### src/design/gdfc_pkg.sv
// Package with timing constants and state codes for the gate driver fault control
package gdfc_pkg;
   // Clock rate in kHz (125 MHz)
   localparam int unsigned CLK_KHZ = 125000;
   // Power-on reset time, ms
   localparam int unsigned POR_MS = 150;
   localparam int unsigned POR_CYC = POR_MS * CLK_KHZ;
   // Glitch filter: discard below 625 ns, pass above 750 ns; 700 ns threshold
   localparam int unsigned FILT_NS = 700;
   localparam int unsigned FILT_CYC = (FILT_NS * CLK_KHZ) / 1000000;
   // Fault hold time, s
   localparam int unsigned FAULT_S = 3;
   localparam longint unsigned FAULT_CYC = longint'(FAULT_S) * CLK_KHZ * 1000;
   // Idle-low time before fault clear, ns (must exceed 9 us)
   localparam int unsigned IDLE_NS = 9000;
   localparam int unsigned IDLE_CYC = (IDLE_NS * CLK_KHZ) / 1000000 + 1;
   // Idle pin levels for synchroniser reset: halt, supply-good and external fault inputs high
   localparam logic [8:0] PIN_IDLE = 9'h063;
   // Controller states
   typedef enum logic [1:0] {
      GDFC_POR = 2'b00,
      GDFC_RUN = 2'b01,
      GDFC_FAULT = 2'b10
   } gdfc_state_t;
endpackage

### src/design/gdfc_top.sv
// Primary-side fault, filter and halt control of a dual-channel gate driver
`timescale 1ns/100ps
module gdfc_top
   import gdfc_pkg::*;
#(
   // Timing counts default to the real-time values at 125 MHz
   parameter int unsigned POR_CYCLES = POR_CYC,
   parameter longint unsigned FAULT_CYCLES = FAULT_CYC
) (
   // Clock and reset
   input wire logic mclk,
   input wire logic rst,
   // Controller pins
   input wire logic high_side_command,
   input wire logic low_side_command,
   input wire logic disable_request_input,
   input wire logic supply_good_input,
   // Supply monitors and secondary-side faults
   input wire logic undervoltage_trip,
   input wire logic sec_undervoltage_trip,
   input wire logic short_circuit_detect,
   input wire logic upper_external_fault_input_n,
   input wire logic lower_external_fault_input_n,
   // Outputs
   output logic high_gate_on,
   output logic low_gate_on,
   output logic not_ready_output
);
   import gdfc_pkg::*;

   // Pin count: two commands, halt, supply-good, three monitors, two faults
   localparam int NSYNC = 9;

   // Three-stage synchronisers for all pins; stage 0 feeds only stage 1
   // Every pin is asynchronous to mclk, so none is read before it has passed two stages.
   // Stages reset to the idle pin levels; a zero reset would look like a
   // supply-good drop and external faults on the first cycles after reset.
   // Latency from pin to clean level is four edges, which the trip and
   // filter budgets below already include.
   logic [NSYNC-1:0] pin_in;
   logic [NSYNC-1:0] s0_r, s1_r, s2_r, clean_r;
   assign pin_in = {high_side_command, low_side_command, disable_request_input,
                    supply_good_input, undervoltage_trip, sec_undervoltage_trip,
                    short_circuit_detect, upper_external_fault_input_n,
                    lower_external_fault_input_n};

   always_ff @(posedge mclk or posedge rst) begin
      if (rst) begin
         s0_r <= PIN_IDLE;
         s1_r <= PIN_IDLE;
         s2_r <= PIN_IDLE;
         clean_r <= PIN_IDLE;
      end else begin
         s0_r <= pin_in;
         s1_r <= s0_r;
         s2_r <= s1_r;
         // A change counts once stages two and three agree
         for (int i = 0; i < NSYNC; i++) begin
            if (s1_r[i] == s2_r[i]) clean_r[i] <= s2_r[i];
         end
      end
   end

   logic hs_raw, ls_raw, halt_s, sgood_s, uvp_s, uvs_s, sc_s, efu_n, efl_n;
   assign {hs_raw, ls_raw, halt_s, sgood_s, uvp_s, uvs_s, sc_s, efu_n, efl_n} = clean_r;

   // Glitch filter: a new level must hold FILT_CYC cycles before it is taken
   // The counter restarts whenever the raw level returns to the taken one,
   // so a burst of short spikes never adds up to a false edge.
   // With 87 cycles at 8 ns the cut lies near 700 ns, inside the window
   // in which either outcome is allowed; a clock above about 367 MHz would
   // need a wider counter, since 8 bits only count to 255 cycles.
   logic [1:0] cmd_raw, cmd_filt_r;
   logic [7:0] filt_cnt_r [2];
   assign cmd_raw = {hs_raw, ls_raw};  // Active high commands

   always_ff @(posedge mclk or posedge rst) begin
      if (rst) begin
         cmd_filt_r <= 2'h0;
         filt_cnt_r[0] <= 8'h00;
         filt_cnt_r[1] <= 8'h00;
      end else begin
         for (int c = 0; c < 2; c++) begin
            if (cmd_raw[c] == cmd_filt_r[c]) begin
               filt_cnt_r[c] <= 8'h00;  // Short pulse discarded
            end else if (filt_cnt_r[c] >= 8'(FILT_CYC - 1)) begin
               cmd_filt_r[c] <= cmd_raw[c];
               filt_cnt_r[c] <= 8'h00;
            end else begin
               filt_cnt_r[c] <= filt_cnt_r[c] + 8'h01;
            end
         end
      end
   end

   // Supply faults persist as levels; external faults are active low
   // Supply faults also block recovery; external faults only trip, since
   // they are not watched while not-ready is high.
   logic supply_fault, ext_fault;
   assign supply_fault = !sgood_s || uvp_s || uvs_s;
   assign ext_fault = sc_s || !efu_n || !efl_n;

   // Idle counter: both filtered commands low for more than 9 us
   // It saturates at its threshold rather than wrapping, so a long idle
   // period keeps recovery allowed instead of forgetting it.
   // The threshold sits one cycle above 9 us, so the wait is strictly longer.
   logic [11:0] idle_cnt_r;
   logic idle_ok;
   assign idle_ok = idle_cnt_r >= 12'(IDLE_CYC);

   always_ff @(posedge mclk or posedge rst) begin
      if (rst) begin
         idle_cnt_r <= 12'h000;
      end else if (cmd_filt_r != 2'h0) begin
         idle_cnt_r <= 12'h000;
      end else if (!idle_ok) begin
         idle_cnt_r <= idle_cnt_r + 12'h001;
      end
   end

   // Main state machine with one shared timer for reset and fault hold
   // The power-on and fault intervals never overlap, so one 32-bit timer
   // serves both and saves a second wide counter.
   // The fault hold counts from the cycle of detection; a fault that is
   // still present when the hold ends keeps the device waiting if it is a supply fault.
   gdfc_state_t state_r;
   logic [31:0] tmr_r;
   logic tmr_done;
   assign tmr_done = (state_r == GDFC_POR) ? (tmr_r >= POR_CYCLES)
                                           : (64'(tmr_r) >= FAULT_CYCLES);

   always_ff @(posedge mclk or posedge rst) begin
      if (rst) begin
         state_r <= GDFC_POR;
         tmr_r <= 32'h0000_0000;
      end else begin
         case (state_r)
            GDFC_POR: begin
               // Supply-good low restarts the power-on interval
               if (!sgood_s) begin
                  tmr_r <= 32'h0000_0000;
               end else if (!tmr_done) begin
                  tmr_r <= tmr_r + 32'h0000_0001;
               end else if (supply_fault) begin
                  // A supply fault at the end of power-on goes straight to the hold
                  state_r <= GDFC_FAULT;
                  tmr_r <= 32'h0000_0000;
               end else begin
                  state_r <= GDFC_RUN;
               end
            end
            GDFC_RUN: begin
               // External faults are only watched here, while ready
               // A fault still present at recovery is seen on the first cycle
               if (supply_fault || ext_fault) begin
                  state_r <= GDFC_FAULT;
                  tmr_r <= 32'h0000_0000;
               end
            end
            GDFC_FAULT: begin
               // Recovery waits for the hold time, clean supplies and idle inputs
               if (!tmr_done) begin
                  tmr_r <= tmr_r + 32'h0000_0001;
               end else if (!supply_fault && idle_ok) begin
                  state_r <= GDFC_RUN;
               end
            end
            default: begin
               // Illegal code: restart power-on as the safe choice
               state_r <= GDFC_POR;
               tmr_r <= 32'h0000_0000;
            end
         endcase
      end
   end

   // Gate outputs pass commands only when running and not halted
   // Fault levels are checked here as well as in the state, so gates drop
   // one cycle earlier than not-ready rises and never lag it.
   always_ff @(posedge mclk or posedge rst) begin
      if (rst) begin
         high_gate_on <= 1'b0;
         low_gate_on <= 1'b0;
      end else if (state_r == GDFC_RUN && !supply_fault && !ext_fault && !halt_s) begin
         high_gate_on <= cmd_filt_r[1];
         low_gate_on <= cmd_filt_r[0];
      end else begin
         high_gate_on <= 1'b0;
         low_gate_on <= 1'b0;
      end
   end

   // Not-ready tracks state only; halt has no say in it
   // Since not-ready is looped into halt outside, a halt that fed back
   // here would lock the device in halt forever.
   always_ff @(posedge mclk or posedge rst) begin
      if (rst) begin
         not_ready_output <= 1'b1;
      end else begin
         not_ready_output <= (state_r != GDFC_RUN);
      end
   end
endmodule

### config.mk
export PLATFORM = sky130hd
export DESIGN_NAME = gdfc_top
export DESIGN_NICKNAME = d
export VERILOG_FILES = /design/src/design/gdfc_pkg.sv /design/src/design/gdfc_top.sv
export SDC_FILE = /design/constraint.sdc
export NUM_CORES = 1
export LEC_CHECK = 0
export ABC_CLOCK_PERIOD_IN_PS = 4700
export BUFFER_PORTS_ARGS = -buffer_cell sky130_fd_sc_hd__buf_2
export CORE_MARGIN = 5
export CORE_UTILIZATION = 50
export CTS_CLUSTER_SIZE = 20
export DETAILED_ROUTE_END_ITERATION = 12
export PLACE_DENSITY = 0.71
export SETUP_SLACK_MARGIN = 0.15
export SYNTH_ARGS = -nofsm -noshare
export SYNTH_HDL_FRONTEND = slang
export SYNTH_SLANG_ARGS = --single-unit
### constraint.sdc
create_clock -name mclk -period 4.7 [get_ports mclk]
set_clock_uncertainty 0.15 [all_clocks]
set_input_delay 0.94 -clock mclk [delete_from_list [all_inputs] [get_ports mclk]]
set_output_delay 0.94 -clock mclk [all_outputs]
set_load 0.005 [all_outputs]
==> results of run 1 <==
## report_power, final
group,total (mW),internal [mW],switching [mW]
clock,0.553,0.211,0.342
combinational,0.0934,0.0334,0.0600
sequential,0.955,0.927,0.0282
## kinds of logic (layout without fill, tap and decap cells)
logic type                 after synthesis  in the layout  synth area share (%)
and+or+nand+nor                        184            184                  20.7
DFF                                    103            103                  57.0
AOI/OAI and AO/OA                       80             80                  10.8
buffers and inverters                   23             42                  2.41
xor gates and xnor gates                21             21                  4.03
adders and majority gates               17             17                  4.17
muxes                                    3              3                 0.713
other                                    1              2                0.0822
## cells in the final DEF (no fill, tap or decap), types with 12 or more instances in the layout
| cell type | synthesis | routed |
|---|---|---|
| sky130_fd_sc_hd__dfrtp_1 | 86 | 86 |
| sky130_fd_sc_hd__nor2_1 | 47 | 47 |
| sky130_fd_sc_hd__nand3_1 | 30 | 30 |
| sky130_fd_sc_hd__nand2_1 | 29 | 29 |
| sky130_fd_sc_hd__o21ai_0 | 18 | 18 |
| sky130_fd_sc_hd__a21oi_1 | 17 | 17 |
| sky130_fd_sc_hd__dfstp_2 | 17 | 17 |
| sky130_fd_sc_hd__o21ai_1 | 15 | 15 |
| sky130_fd_sc_hd__and3_1 | 13 | 13 |
| sky130_fd_sc_hd__buf_2 | 4 | 13 |
| sky130_fd_sc_hd__or3_1 | 12 | 12 |
| sky130_fd_sc_hd__xor2_1 | 12 | 12 |
## sequential cells by signal (all words and copies together) (netlist names)
signal / cells
low_gate_on: 1
s2_r: 9
clean_r: 9
s0_r: 9
idle_cnt_r: 12
tmr_r: 32
cmd_filt_r: 2
s1_r: 9
state_r: 2
high_gate_on: 1
filt_cnt_r: 16
not_ready_output: 1
## layout make-up
cell class                      instances  area, µm²
Timing Repair Buffer                   16       87.6
Inverter                               10       40.0
Tap cell                              108        135
Fill cell                             754       3890
Clock buffer                            9        124
Multi-Input combinational cell        307       1850
Clock inverter                          7       73.8
Sequential cell                       103       2600
## per-layer routing
| layer | global-route usage (%) | wire [µm] |
|---|---|---|
| met2 | 24.4 | 3680 |
| met4 | 5.09 | 146 |
| met1 | 21.4 | 3920 |
| met5 | 0 | 0 |
| met3 | 4.40 | 417 |
## synth_stat cells (6+ instances only)
cell | number | area [µm²]
sky130_fd_sc_hd__a21oi_1 | 17 | 85.1
sky130_fd_sc_hd__maj3_1 | 9 | 90.1
sky130_fd_sc_hd__nand4_1 | 7 | 43.8
sky130_fd_sc_hd__ha_1 | 8 | 100
sky130_fd_sc_hd__o21ai_1 | 15 | 75.1
sky130_fd_sc_hd__nor4_1 | 6 | 37.5
sky130_fd_sc_hd__and3_1 | 13 | 81.3
sky130_fd_sc_hd__dfrtp_1 | 86 | 2150
sky130_fd_sc_hd__or3_1 | 12 | 75.1
sky130_fd_sc_hd__dfstp_2 | 17 | 447
sky130_fd_sc_hd__nor2_1 | 47 | 176
sky130_fd_sc_hd__nand2_1 | 29 | 109
sky130_fd_sc_hd__and2_1 | 7 | 43.8
sky130_fd_sc_hd__xnor2_1 | 9 | 78.8
sky130_fd_sc_hd__xor2_1 | 12 | 105
sky130_fd_sc_hd__o21ai_0 | 18 | 90.1
sky130_fd_sc_hd__nand3_1 | 30 | 150
sky130_fd_sc_hd__inv_1 | 10 | 37.5
sky130_fd_sc_hd__o31ai_1 | 11 | 82.6
## how the worst min path moves through the flow
stage,start,to,slack (ns),cells past startpoint
3_5_place_dp,s0_r[3],s1_r[3],0.19,0
6_report,s0_r[6],s1_r[6],0.21,0
3_3_place_gp,s0_r[7],s1_r[7],0.18,0
2_1_floorplan,s0_r[2],s1_r[2],0.18,0
4_1_cts,s0_r[1],s1_r[1],0.21,0
5_1_grt,s0_r[6],s1_r[6],0.22,0
## metrics by stage
| step | cells | power, mW | util (%) | hold slack, ns | area [µm²] |
|---|---|---|---|---|---|
| detailed placement | 544 | 1.07 | 53.6 | 0.189 | 4720 |
| global placement | 544 | 1.06 | 53.6 | 0.183 | 4720 |
| global route | 560 | 1.69 | 55.8 | 0.217 | 4910 |
| finish | 560 | 1.60 | 55.8 | 0.212 | 4910 |
| floorplan | 433 | 1.04 | - | 0.181 | 4560 |
| CTS | 560 | 1.62 | 55.8 | 0.214 | 4910 |
## critical path: stages (launching register included)
cell and delay [ns]:
sky130_fd_sc_hd__dfrtp_1 0.47, sky130_fd_sc_hd__or4b_1 0.56, sky130_fd_sc_hd__nor4_1 0.23, sky130_fd_sc_hd__o21ai_1 0.17, sky130_fd_sc_hd__a211o_1 0.32, sky130_fd_sc_hd__a21oi_4 0.48
sky130_fd_sc_hd__or2_1 0.53, sky130_fd_sc_hd__o31ai_1 0.14
==> summary.md, run 1 <==
| Metric | Value |
|---|---|
| Clock slew at the register clock pins of the worst setup and hold paths | around 0.11 ns |
| Max Buffers Root-to-Sink | 2 |
| Area inside the core boundary | approximately 8800 µm² |
| Average cell area after synthesis | approximately 11 µm² |
| Main synth FF type | sky130_fd_sc_hd__dfrtp_1 |
| Launching element type of the critical path | register |
| Total Wirelength | just over 8000 µm |
| Number of buffers created by CTS | 9 |
| Setup TNS Final | 0 ns |
| Root buffer cell | sky130_fd_sc_hd__clkbuf_8 |
| Top-Level Pins | 14 |
| Setup Slack @ Placement | 1.56 ns |
| Post-synth design cell area | roughly 4600 µm² |
| Deepest level of the CTS H-tree | 3 |
| Count of buffers added by post-CTS timing repair for setup | 0 |
| Worst setup path startpoint | tmr_r[23] |
| Growth of design area from synthesis to finish | 7.77% |
| Global-route wire length before repair | roughly 14000 µm |
| Max-slew violation count | 0 |
| IO Port Bufs | 13 |
| Source-to-sink clock delay at the later pin of the worst-skew pair | 0.37 ns |
| Final setup slack of the worst path | between 1.5 and 2 ns |
| GPL Wtd Cong | roughly 0.87 |
| Number of gates resized after CTS | 0 |
| Number of flops mapped to enable cells by yosys | 0 |
| Flop and latch count out of synthesis | about 100 |
| Total half-perimeter wirelength after legalization and detailed placement | about 5500 µm |
| # hold bufs at CTS | 0 |
| Status | complete, no violations |
| Critical register-to-register path endpoint | tmr_r[10] |
| Overall global routing resource usage | approximately 16% |
| Setup-failing EPs final | 0 |
| Arrival time reported for the critical path endpoint | around 3.3 ns |
| Crit path capture | tmr_r[10] |
| Share of the clock period used by the worst path after layout | between 60 and 70% |
| Number of nets in the final layout | roughly 470 |
| Post-synthesis cell count | 432 |
| Fraction of layout instances using a drive strength above 1 | 12.4% |
| Warnings from Yosys | 0 |
| Antenna cell count | 0 |
| Maximum number of pins on one net before global-route repair | 74 |
| Hold Fails Final Rpt | 0 |
| Hold WC Path Type | register to register |
| First-pass DRT Iterations | 5 |
| RSZ-0062 raised after global routing | no |
| Share of synthesized area occupied by flip-flops and latches | ~57% |
| Die Height | roughly 110 µm |
| Crit Path Class | register to register |
| Power density over the cells | about 330 nW/µm² |
| Proportion of synthesized flip-flops having asynchronous set or reset | 100% |
| Maximum Capacitance Violations | 0 |
| Detailed-route via count | between 3000 and 4000 |
| Peak supply drop | roughly 0.18 mV |
| Clock sinks | 103 |
| Grt total ovfl | 0 |
| CP Max Fanout | 24 |
| Die W | about 110 µm |
| Clock period minus final worst setup slack | 3.20 ns |
| Pin slew with the least headroom to its limit | approximately 0.84 ns |
| Worst Path Required | 4.78 ns |
| Post-synth cell types | 51 |
| Setup slack on the worst flop-to-flop path | roughly 1.5 ns |
| Critical path endpoint category | register |
| Num rows | 34 |
| Reg-to-reg startpoint | tmr_r[23] |
| Peak clock frequency supported by timing | between 0.3 and 0.4 GHz |
| Count of cells along the worst register-to-register path | 7 |
| Via count of the first global-routing pass | 3140 |
| Iter 0 DRT Violations | 244 |
| Max_slew headroom | 44.1% |
| Number of antenna violations at the first check in global routing | 0 |
| CTS tree | built |
| Per-cell via count in the routed design | 5.77 |
| Leak Pwr | between 2 and 2.5 nW |
| Post-route DRC | 0 |
| Full die area | roughly 11000 µm² |
| Remaining antenna violation count | 0 |
| Average routed wire per standard cell | between 10 and 15 µm |
| Starting density of the core | a little over 50% |
(Power assumes the default switching activity.)
==> run 2: changes to the inputs <==
--- a/config.mk
+++ b/config.mk
@@ -5,7 +5,8 @@
 export SDC_FILE = /design/constraint.sdc
 export NUM_CORES = 1
 export LEC_CHECK = 0
-export ABC_CLOCK_PERIOD_IN_PS = 4700
+export ABC_AREA = 1
+export ABC_CLOCK_PERIOD_IN_PS = 3200
 export BUFFER_PORTS_ARGS = -buffer_cell sky130_fd_sc_hd__buf_2
 export CORE_MARGIN = 5
 export CORE_UTILIZATION = 50
==> constraint.sdc (replaced) <==
create_clock -name mclk -period 3.2 [get_ports mclk]
set_clock_uncertainty 0.15 [all_clocks]
set_input_delay 0.64 -clock mclk [delete_from_list [all_inputs] [get_ports mclk]]
set_output_delay 0.64 -clock mclk [all_outputs]
set_load 0.005 [all_outputs]
==> summary.md, run 2 <==
| Metric | Value |
|---|---|
| Status | complete, no violations |
| Starting density of the core | 50.8% (-0.99 points) |
| CP delay by family, top | simple AND/OR/NAND/NOR gates |
| Overall global routing resource usage | 17.5% (+1.8 points) |
| Total half-perimeter wirelength after legalization and detailed placement | 7650 µm (+40%) |
| Most numerous cell types in the synthesized netlist | sky130_fd_sc_hd__nand2_1 (129), sky130_fd_sc_hd__dfrtp_1 (86), sky130_fd_sc_hd__nor2_1 (77) |
| Register containing the most flip-flops in the final layout | tmr_r |
| Clock slew at the register clock pins of the worst setup and hold paths | 0.11 ns (about the same) |
| Root buffer cell | sky130_fd_sc_hd__clkbuf_8 |
| Peak clock frequency supported by timing | 0.430 GHz (+37%) |
| Registers with the most flip-flops | tmr_r (32), filt_cnt_r (16), idle_cnt_r (12) |
| Die W | 112 µm (+6.1%) |
| Most common cell after layout, fill and taps aside | sky130_fd_sc_hd__nand2_1 |
| Arrival time reported for the critical path endpoint | 2.46 ns (-0.82 ns) |
| Top-Level Pins | 14 (unchanged) |
| Number of filler cells placed in the layout | 913 (+21%) |
| Grt total ovfl | 0 (unchanged) |
| RSZ-0062 raised after global routing | no |
| Post-synth design cell area | 5200 µm² (+14%) |
| Maximum number of pins on one net before global-route repair | 81 (+9.5%) |
| Worst path most repeated cell | sky130_fd_sc_hd__nor2_1 |
| Leak Pwr | 2.52 nW (+23%) |
| Number of nets in the final layout | 655 (+41%) |
| Count of buffers added by post-CTS timing repair for setup | 0 (unchanged) |
| Per-cell via count in the routed design | 5.36 (-7.1%) |
| Global-route wire length before repair | 18200 µm (+27%) |
| Via count of the first global-routing pass | 4014 (+28%) |
| Flop and latch count out of synthesis | 103 (unchanged) |
| Hold WC Path Type | input pin to async pin |
| Setup TNS Final | 0 ns (unchanged) |
| CTS tree | built |
| Average cell area after synthesis | 8.45 µm² (-20%) |
| Peak supply drop | 0.315 mV (+74%) |
| Number of buffers created by CTS | 9 (unchanged) |
| Crit Path Class | register to register |
| Number of gates resized after CTS | 0 (unchanged) |
| First-pass DRT Iterations | 5 (unchanged) |
| Post-synth cell types | 37 (-27%) |
| Main synth FF type | sky130_fd_sc_hd__dfrtp_1 |
| Launching element type of the critical path | register |
| Worst setup path startpoint | clean_r[5] |
| Average routed wire per standard cell | 13.5 µm (-7.3%) |
| Most used standard cell by instance count after synthesis | sky130_fd_sc_hd__nand2_1 |
| IO Port Bufs | 13 (unchanged) |
| Setup Slack @ Placement | 0.940 ns (-0.615 ns) |
| Maximum Capacitance Violations | 0 (unchanged) |
| Critical path's slowest cell | sky130_fd_sc_hd__dfstp_2 |
| Clock period minus final worst setup slack | 2.32 ns (-0.871 ns) |
| Post-synthesis cell count | 615 (+42%) |
| Area inside the core boundary | 10200 µm² (+16%) |
| Total Wirelength | 10500 µm (+29%) |
| Number of antenna violations at the first check in global routing | 0 (unchanged) |
| Cell breakdown of the critical path | inv_1 -> nor3_1 -> nand3_1 -> nand3_4 -> nor2_1 -> nor2_1 -> nor2_1 |
| Deepest level of the CTS H-tree | 3 (unchanged) |
| Worst Path Required | 3.34 ns (-1.44 ns) |
| Die Height | 112 µm (+6.1%) |
| Power density over the cells | 434 nW/µm² (+33%) |
| Most frequent cells in the layout | sky130_fd_sc_hd__nand2_1 (129), sky130_fd_sc_hd__dfrtp_1 (86), sky130_fd_sc_hd__nor2_1 (77) |
| Buf/Inv on CP | 1 (+1) |
| Clock sinks | 103 (unchanged) |
| GPL Wtd Cong | 0.897 (+2.6%) |
| Maximum single-stage delay on the critical path | 0.56 ns (about the same) |
| Max Buffers Root-to-Sink | 2 (unchanged) |
| CP Max Fanout | 28 (+17%) |
| Register cell area after layout | 2600 µm² (unchanged) |
| Iter 0 DRT Violations | 393 (+61%) |
| Max_slew headroom | 56.4% (+12 points) |
| Warnings from Yosys | 0 (unchanged) |
| Synth area leaders | sky130_fd_sc_hd__dfrtp_1 (41%), sky130_fd_sc_hd__nand2_1 (9.3%), sky130_fd_sc_hd__dfstp_2 (8.6%) |
| Pin slew with the least headroom to its limit | 0.646 ns (-0.193 ns) |
| Post-route DRC | 0 (unchanged) |
| Growth of design area from synthesis to finish | 8.55% |
| Post-synth top area share | 41.4% (-5.8 points) |
| Final setup slack of the worst path | 0.876 ns (-0.629 ns) |
| Share of synthesized area occupied by flip-flops and latches | 50.0% (-7.0 points) |
| Source-to-sink clock delay at the later pin of the worst-skew pair | 0.38 ns (about the same) |
| Critical path endpoint category | register |
| Remaining antenna violation count | 0 (unchanged) |
| Reg-to-reg startpoint | clean_r[5] |
| Proportion of synthesized flip-flops having asynchronous set or reset | 100% (unchanged) |
| Detailed-route via count | 4165 (+29%) |
| Max-slew violation count | 0 (unchanged) |
| Antenna cell count | 0 (unchanged) |
| Number of flops mapped to enable cells by yosys | 0 (unchanged) |
| Multi-input combinational cell area | 2240 µm² (+21%) |
| Fraction of layout instances using a drive strength above 1 | 14.2% (+1.8 points) |
| Largest area contributor in the netlist | sky130_fd_sc_hd__dfrtp_1 |
| Setup-failing EPs final | 0 (unchanged) |
| Share of the clock period used by the worst path after layout | 72.6% (+4.7 points) |
| Num rows | 37 (+8.8%) |
| Max reg flops | 32 (unchanged) |
| # hold bufs at CTS | 0 (unchanged) |
| Hold Fails Final Rpt | 0 (unchanged) |
| Full die area | 12500 µm² (+13%) |
[run 2: cell types whose count changed after synthesis, moves of 7 or more]
cell                      change
sky130_fd_sc_hd__nand2_1    +100
sky130_fd_sc_hd__inv_1       +66
sky130_fd_sc_hd__nor2_1      +30
sky130_fd_sc_hd__nor3_1      +19
sky130_fd_sc_hd__and3_1      -12
sky130_fd_sc_hd__or3_1       -12
sky130_fd_sc_hd__nand4_1     +11
sky130_fd_sc_hd__o21ai_2     +10
sky130_fd_sc_hd__inv_2        +9
sky130_fd_sc_hd__o31ai_1      -9
sky130_fd_sc_hd__and2_1       -7
sky130_fd_sc_hd__nor2_2       +7
[run 2: cell type report]
class / count / area share [%]
clock buffer: 9 / 2.20
clock inverter: 7 / 1.77
inverter: 85 / 5.72
multi-input combinational: 423 / 39.7
sequential: 103 / 46.1
tap: 136 / 3.02
timing repair buffer: 14 / 1.51
[run 2: worst reg2reg max path, delay by kind of cell, from the launching register on]
kind / cells / cell delay (ns)
buf+inv: 1 / 0.06
simple gates: 6 / 1.46
flops: 1 / 0.56
[run 2: through the flow]
stage | power (mW) | cell area, µm² | util, % | hold slack (ns) | instances
after detailed placement | 1.58 | 5420 | 52.9 | 0.186 | 761
after floorplan | 1.53 | 5200 | - | 0.181 | 616
after global routing | 2.57 | 5640 | 55.1 | 0.163 | 777
final | 2.45 | 5640 | 55.1 | 0.155 | 777
after global placement | 1.57 | 5420 | 52.9 | 0.183 | 761
after CTS | 2.48 | 5640 | 55.1 | 0.152 | 777
[run 2: final timing paths]
check                            end  slack (ns)  depth (start not counted)
setup / recovery           tmr_r[22]        0.88                          7
hold / removal             tmr_r[22]        0.16                          2
setup reg to reg           tmr_r[22]        0.88                          7
hold reg to reg              s1_r[2]        0.21                          0
max in group asynchronous    s1_r[5]        1.94                          3
min in group mclk            s0_r[0]        0.20                          1
[run 2: report_power, final]
group          internal (mW)  switching [mW]  total (mW)
sequential              1.36          0.0364        1.40
combinational         0.0471           0.104       0.152
clock                  0.389           0.508       0.898
total                   1.80           0.649        2.45
[run 2: layer usage]
metal  vias up  wire [µm]  global-route usage [%]
met3        21        539                    4.46
met2       123       5060                    28.5
met4         0        212                    5.77
met1      1991       4690                    22.8
met5         -          0                       0
li1       2030          -                       -
[run 2: cell families after synthesis]
family	after synthesis	synth area share [%]
AOI/OAI and AO/OA	60	6.77
buffers and inverters	90	6.96
DFF	103	50.0
xor gates and xnor gates	21	3.54
adders and majority gates	17	3.66
and+or+nand+nor	323	29.0
other	1	0.0722
==> run 3: changes to the inputs <==
--- a/config.mk
+++ b/config.mk
@@ -6,13 +6,13 @@
 export NUM_CORES = 1
 export LEC_CHECK = 0
 export ABC_AREA = 1
-export ABC_CLOCK_PERIOD_IN_PS = 3200
+export ABC_CLOCK_PERIOD_IN_PS = 1920
 export BUFFER_PORTS_ARGS = -buffer_cell sky130_fd_sc_hd__buf_2
 export CORE_MARGIN = 5
 export CORE_UTILIZATION = 50
 export CTS_CLUSTER_SIZE = 20
 export DETAILED_ROUTE_END_ITERATION = 12
-export PLACE_DENSITY = 0.71
+export PLACE_DENSITY = 0.74
 export SETUP_SLACK_MARGIN = 0.15
 export SYNTH_ARGS = -nofsm -noshare
 export SYNTH_HDL_FRONTEND = slang
==> constraint.sdc (replaced) <==
create_clock -name mclk -period 1.92 [get_ports mclk]
set_clock_uncertainty 0.15 [all_clocks]
set_input_delay 0.384 -clock mclk [delete_from_list [all_inputs] [get_ports mclk]]
set_output_delay 0.384 -clock mclk [all_outputs]
set_load 0.005 [all_outputs]
==> summary.md, run 3 (synthesis gave the netlist of run 2 again) <==
| Metric | Value |
|---|---|
| Status | finished, violations left |
| Failing checks | negative hold slack, negative setup slack |
| Power density over the cells | 601 nW/µm² (+39%) |
| Die W | 112 µm (unchanged) |
| Global-route wire length before repair | 20100 µm (+10%) |
| Remaining antenna violation count | 0 (unchanged) |
| Num rows | 37 (unchanged) |
| Registers with the most flip-flops | tmr_r (32), filt_cnt_r (16), idle_cnt_r (12) |
| Detailed-route via count | 4601 (+10%) |
| Clock period minus final worst setup slack | 2.07 ns (-0.259 ns) |
| Reg-to-reg startpoint | tmr_r[22] |
| Multi-input combinational cell area | 2620 µm² (+17%) |
| Share of the clock period used by the worst path after layout | 108% (+35 points) |
| Leak Pwr | 3.05 nW (+21%) |
| Final setup slack of the worst path | -0.146 ns (-1.02 ns) |
| Register containing the most flip-flops in the final layout | tmr_r |
| Peak supply drop | 0.448 mV (+42%) |
| Pin slew with the least headroom to its limit | 0.620 ns (-0.0257 ns) |
| Fraction of layout instances using a drive strength above 1 | 33.9% (+20 points) |
| Peak clock frequency supported by timing | 0.484 GHz (+13%) |
| Post-route DRC | 0 (unchanged) |
| Clock sinks | 103 (unchanged) |
| Hold WC Path Type | input pin to async pin |
| Average routed wire per standard cell | 14.7 µm (+9.0%) |
| Hold Fails Final Rpt | 2 (+2) |
| Number of cells in the finished layout apart from fillers | 855 (+10%) |
| Max-slew violation count | 0 (unchanged) |
| Crit Path Class | register to register |
| Max_slew headroom | 58.4% (+2.0 points) |
| RSZ-0062 raised after global routing | yes |
| Number of filler cells placed in the layout | 781 (-14%) |
| Worst setup path startpoint | tmr_r[22] |
| Starting density of the core | 50.8% (unchanged) |
| Final core utilization | 65.5% (+10 points) |
| Growth of design area from synthesis to finish | 29.1% |
| Maximum number of pins on one net before global-route repair | 104 (+28%) |
| Register cell area after layout | 2610 µm² (+0.53%) |
| Die Height | 112 µm (unchanged) |
| Most common cell after layout, fill and taps aside | sky130_fd_sc_hd__nand2_1 |
| Worst Path Required | 2.04 ns (-1.30 ns) |
| Worst hold slack | -0.0170 ns (-0.172 ns) |
| Cell total after placement | 802 (+5.4%) |
| Source-to-sink clock delay at the later pin of the worst-skew pair | 0.37 ns (about the same) |
| Max Buffers Root-to-Sink | 2 (unchanged) |
| Via count of the first global-routing pass | 4344 (+8.2%) |
| Maximum Capacitance Violations | 0 (unchanged) |
| Top-Level Pins | 14 (unchanged) |
| Iter 0 DRT Violations | 409 (+4.1%) |
| IO Port Bufs | 13 (unchanged) |
| Number of buffers created by CTS | 9 (unchanged) |
| Per-cell via count in the routed design | 5.38 (+0.39%) |
| Overall global routing resource usage | 19.5% (+2.0 points) |
| Most frequent cells in the layout | sky130_fd_sc_hd__nand2_1 (110), sky130_fd_sc_hd__dfrtp_1 (75), sky130_fd_sc_hd__inv_1 (64) |
| Clock slew at the register clock pins of the worst setup and hold paths | 0.11 ns (about the same) |
| Critical path endpoint category | register |
| Number of antenna violations at the first check in global routing | 0 (unchanged) |
| Antenna cell count | 0 (unchanged) |
| First-pass DRT Iterations | 5 (unchanged) |
| Deepest level of the CTS H-tree | 3 (unchanged) |
| CTS tree | built |
| Total half-perimeter wirelength after legalization and detailed placement | 8080 µm (+5.6%) |
| Number of nets in the final layout | 733 (+12%) |
| Area inside the core boundary | 10200 µm² (unchanged) |
| Arrival time reported for the critical path endpoint | 2.19 ns (-0.27 ns) |
| Setup Slack @ Placement | -0.0341 ns (-0.974 ns) |
| Full die area | 12500 µm² (unchanged) |
| Total Wirelength | 12600 µm (+20%) |
| Root buffer cell | sky130_fd_sc_hd__clkbuf_8 |
| GPL Wtd Cong | 0.928 (+3.4%) |
| Launching element type of the critical path | register |
| CP Max Fanout | 6 (-79%) |
| Setup-failing EPs final | 31 (+31) |
| Grt total ovfl | 0 (unchanged) |
| Max reg flops | 32 (unchanged) |
[run 3: timing repair]
action | CTS | global route
gates resized for setup | 24 | 105
cloned | 1 | 0
hold buffers | 9 | 0
hold endpoints to repair | 9 | 0
pin swaps | 10 | 30
endpoints found under the setup margin | 43 | 49
buffers inserted | 7 | 20
[run 3: worst max-delay path, cell delays in order (launching register included)]
cell                      delay, ns
sky130_fd_sc_hd__dfrtp_1       0.45
sky130_fd_sc_hd__inv_1         0.10
sky130_fd_sc_hd__nand2_1       0.07
sky130_fd_sc_hd__nor2_2        0.11
sky130_fd_sc_hd__nand2_1       0.06
sky130_fd_sc_hd__nor2_1        0.13
sky130_fd_sc_hd__nand3_2       0.12
sky130_fd_sc_hd__nand2_4       0.12
sky130_fd_sc_hd__nand2_4       0.08
sky130_fd_sc_hd__buf_4         0.14
sky130_fd_sc_hd__buf_4         0.13
sky130_fd_sc_hd__nand4_1       0.09
sky130_fd_sc_hd__nand2_1       0.09
sky130_fd_sc_hd__nand2_1       0.08
sky130_fd_sc_hd__nor2_1        0.05
[run 3: worst paths after layout]
path                            endpoint  slack (ns)  cells past startpoint
max                            tmr_r[24]       -0.15                     14
min                        idle_cnt_r[0]       -0.02                      3
max reg2reg                    tmr_r[24]       -0.15                     14
min reg2reg                      s1_r[3]        0.21                      0
max in group asynchronous      tmr_r[19]        1.18                      3
min in group mclk                s1_r[3]        0.21                      0
[run 3: final cells by class]
class	count	share of cell area, %
clock inverters	7	1.14
clock buffers	9	1.85
multi-input cells	423	39.0
repair buffers	92	11.6
well taps	136	2.54
flip-flops and latches	103	39.0
inverters	85	4.89
[run 3: through the flow]
step                      area (µm²)  hold slack [ns]  setup TNS (ns)  power, mW
after floorplan                 5220            0.181               0       2.55
after global placement          5760            0.184         -0.0764       2.63
after detailed placement        5760            0.187         -0.0988       2.65
after CTS                       6210           0.0211               0       4.03
after global routing            6710           0.0298           -3.43       4.23
final                           6710          -0.0170           -1.55       4.03
[run 3: metal layers]
metal  part of all wire [%]  vias to the layer above  global-route usage, %
met5                      0                        -                      0
met4                    3.7                        0                   7.93
met3                    4.6                       50                   3.86
met2                     49                      145                   30.9
met1                     43                     2210                   26.3
li1                       -                     2196                      -
[run 3: where the power goes]
group | switching (mW) | internal [mW] | total, mW
Sequential | 0.0602 | 2.27 | 2.33
Combinational | 0.215 | 0.125 | 0.340
Clock | 0.854 | 0.512 | 1.37
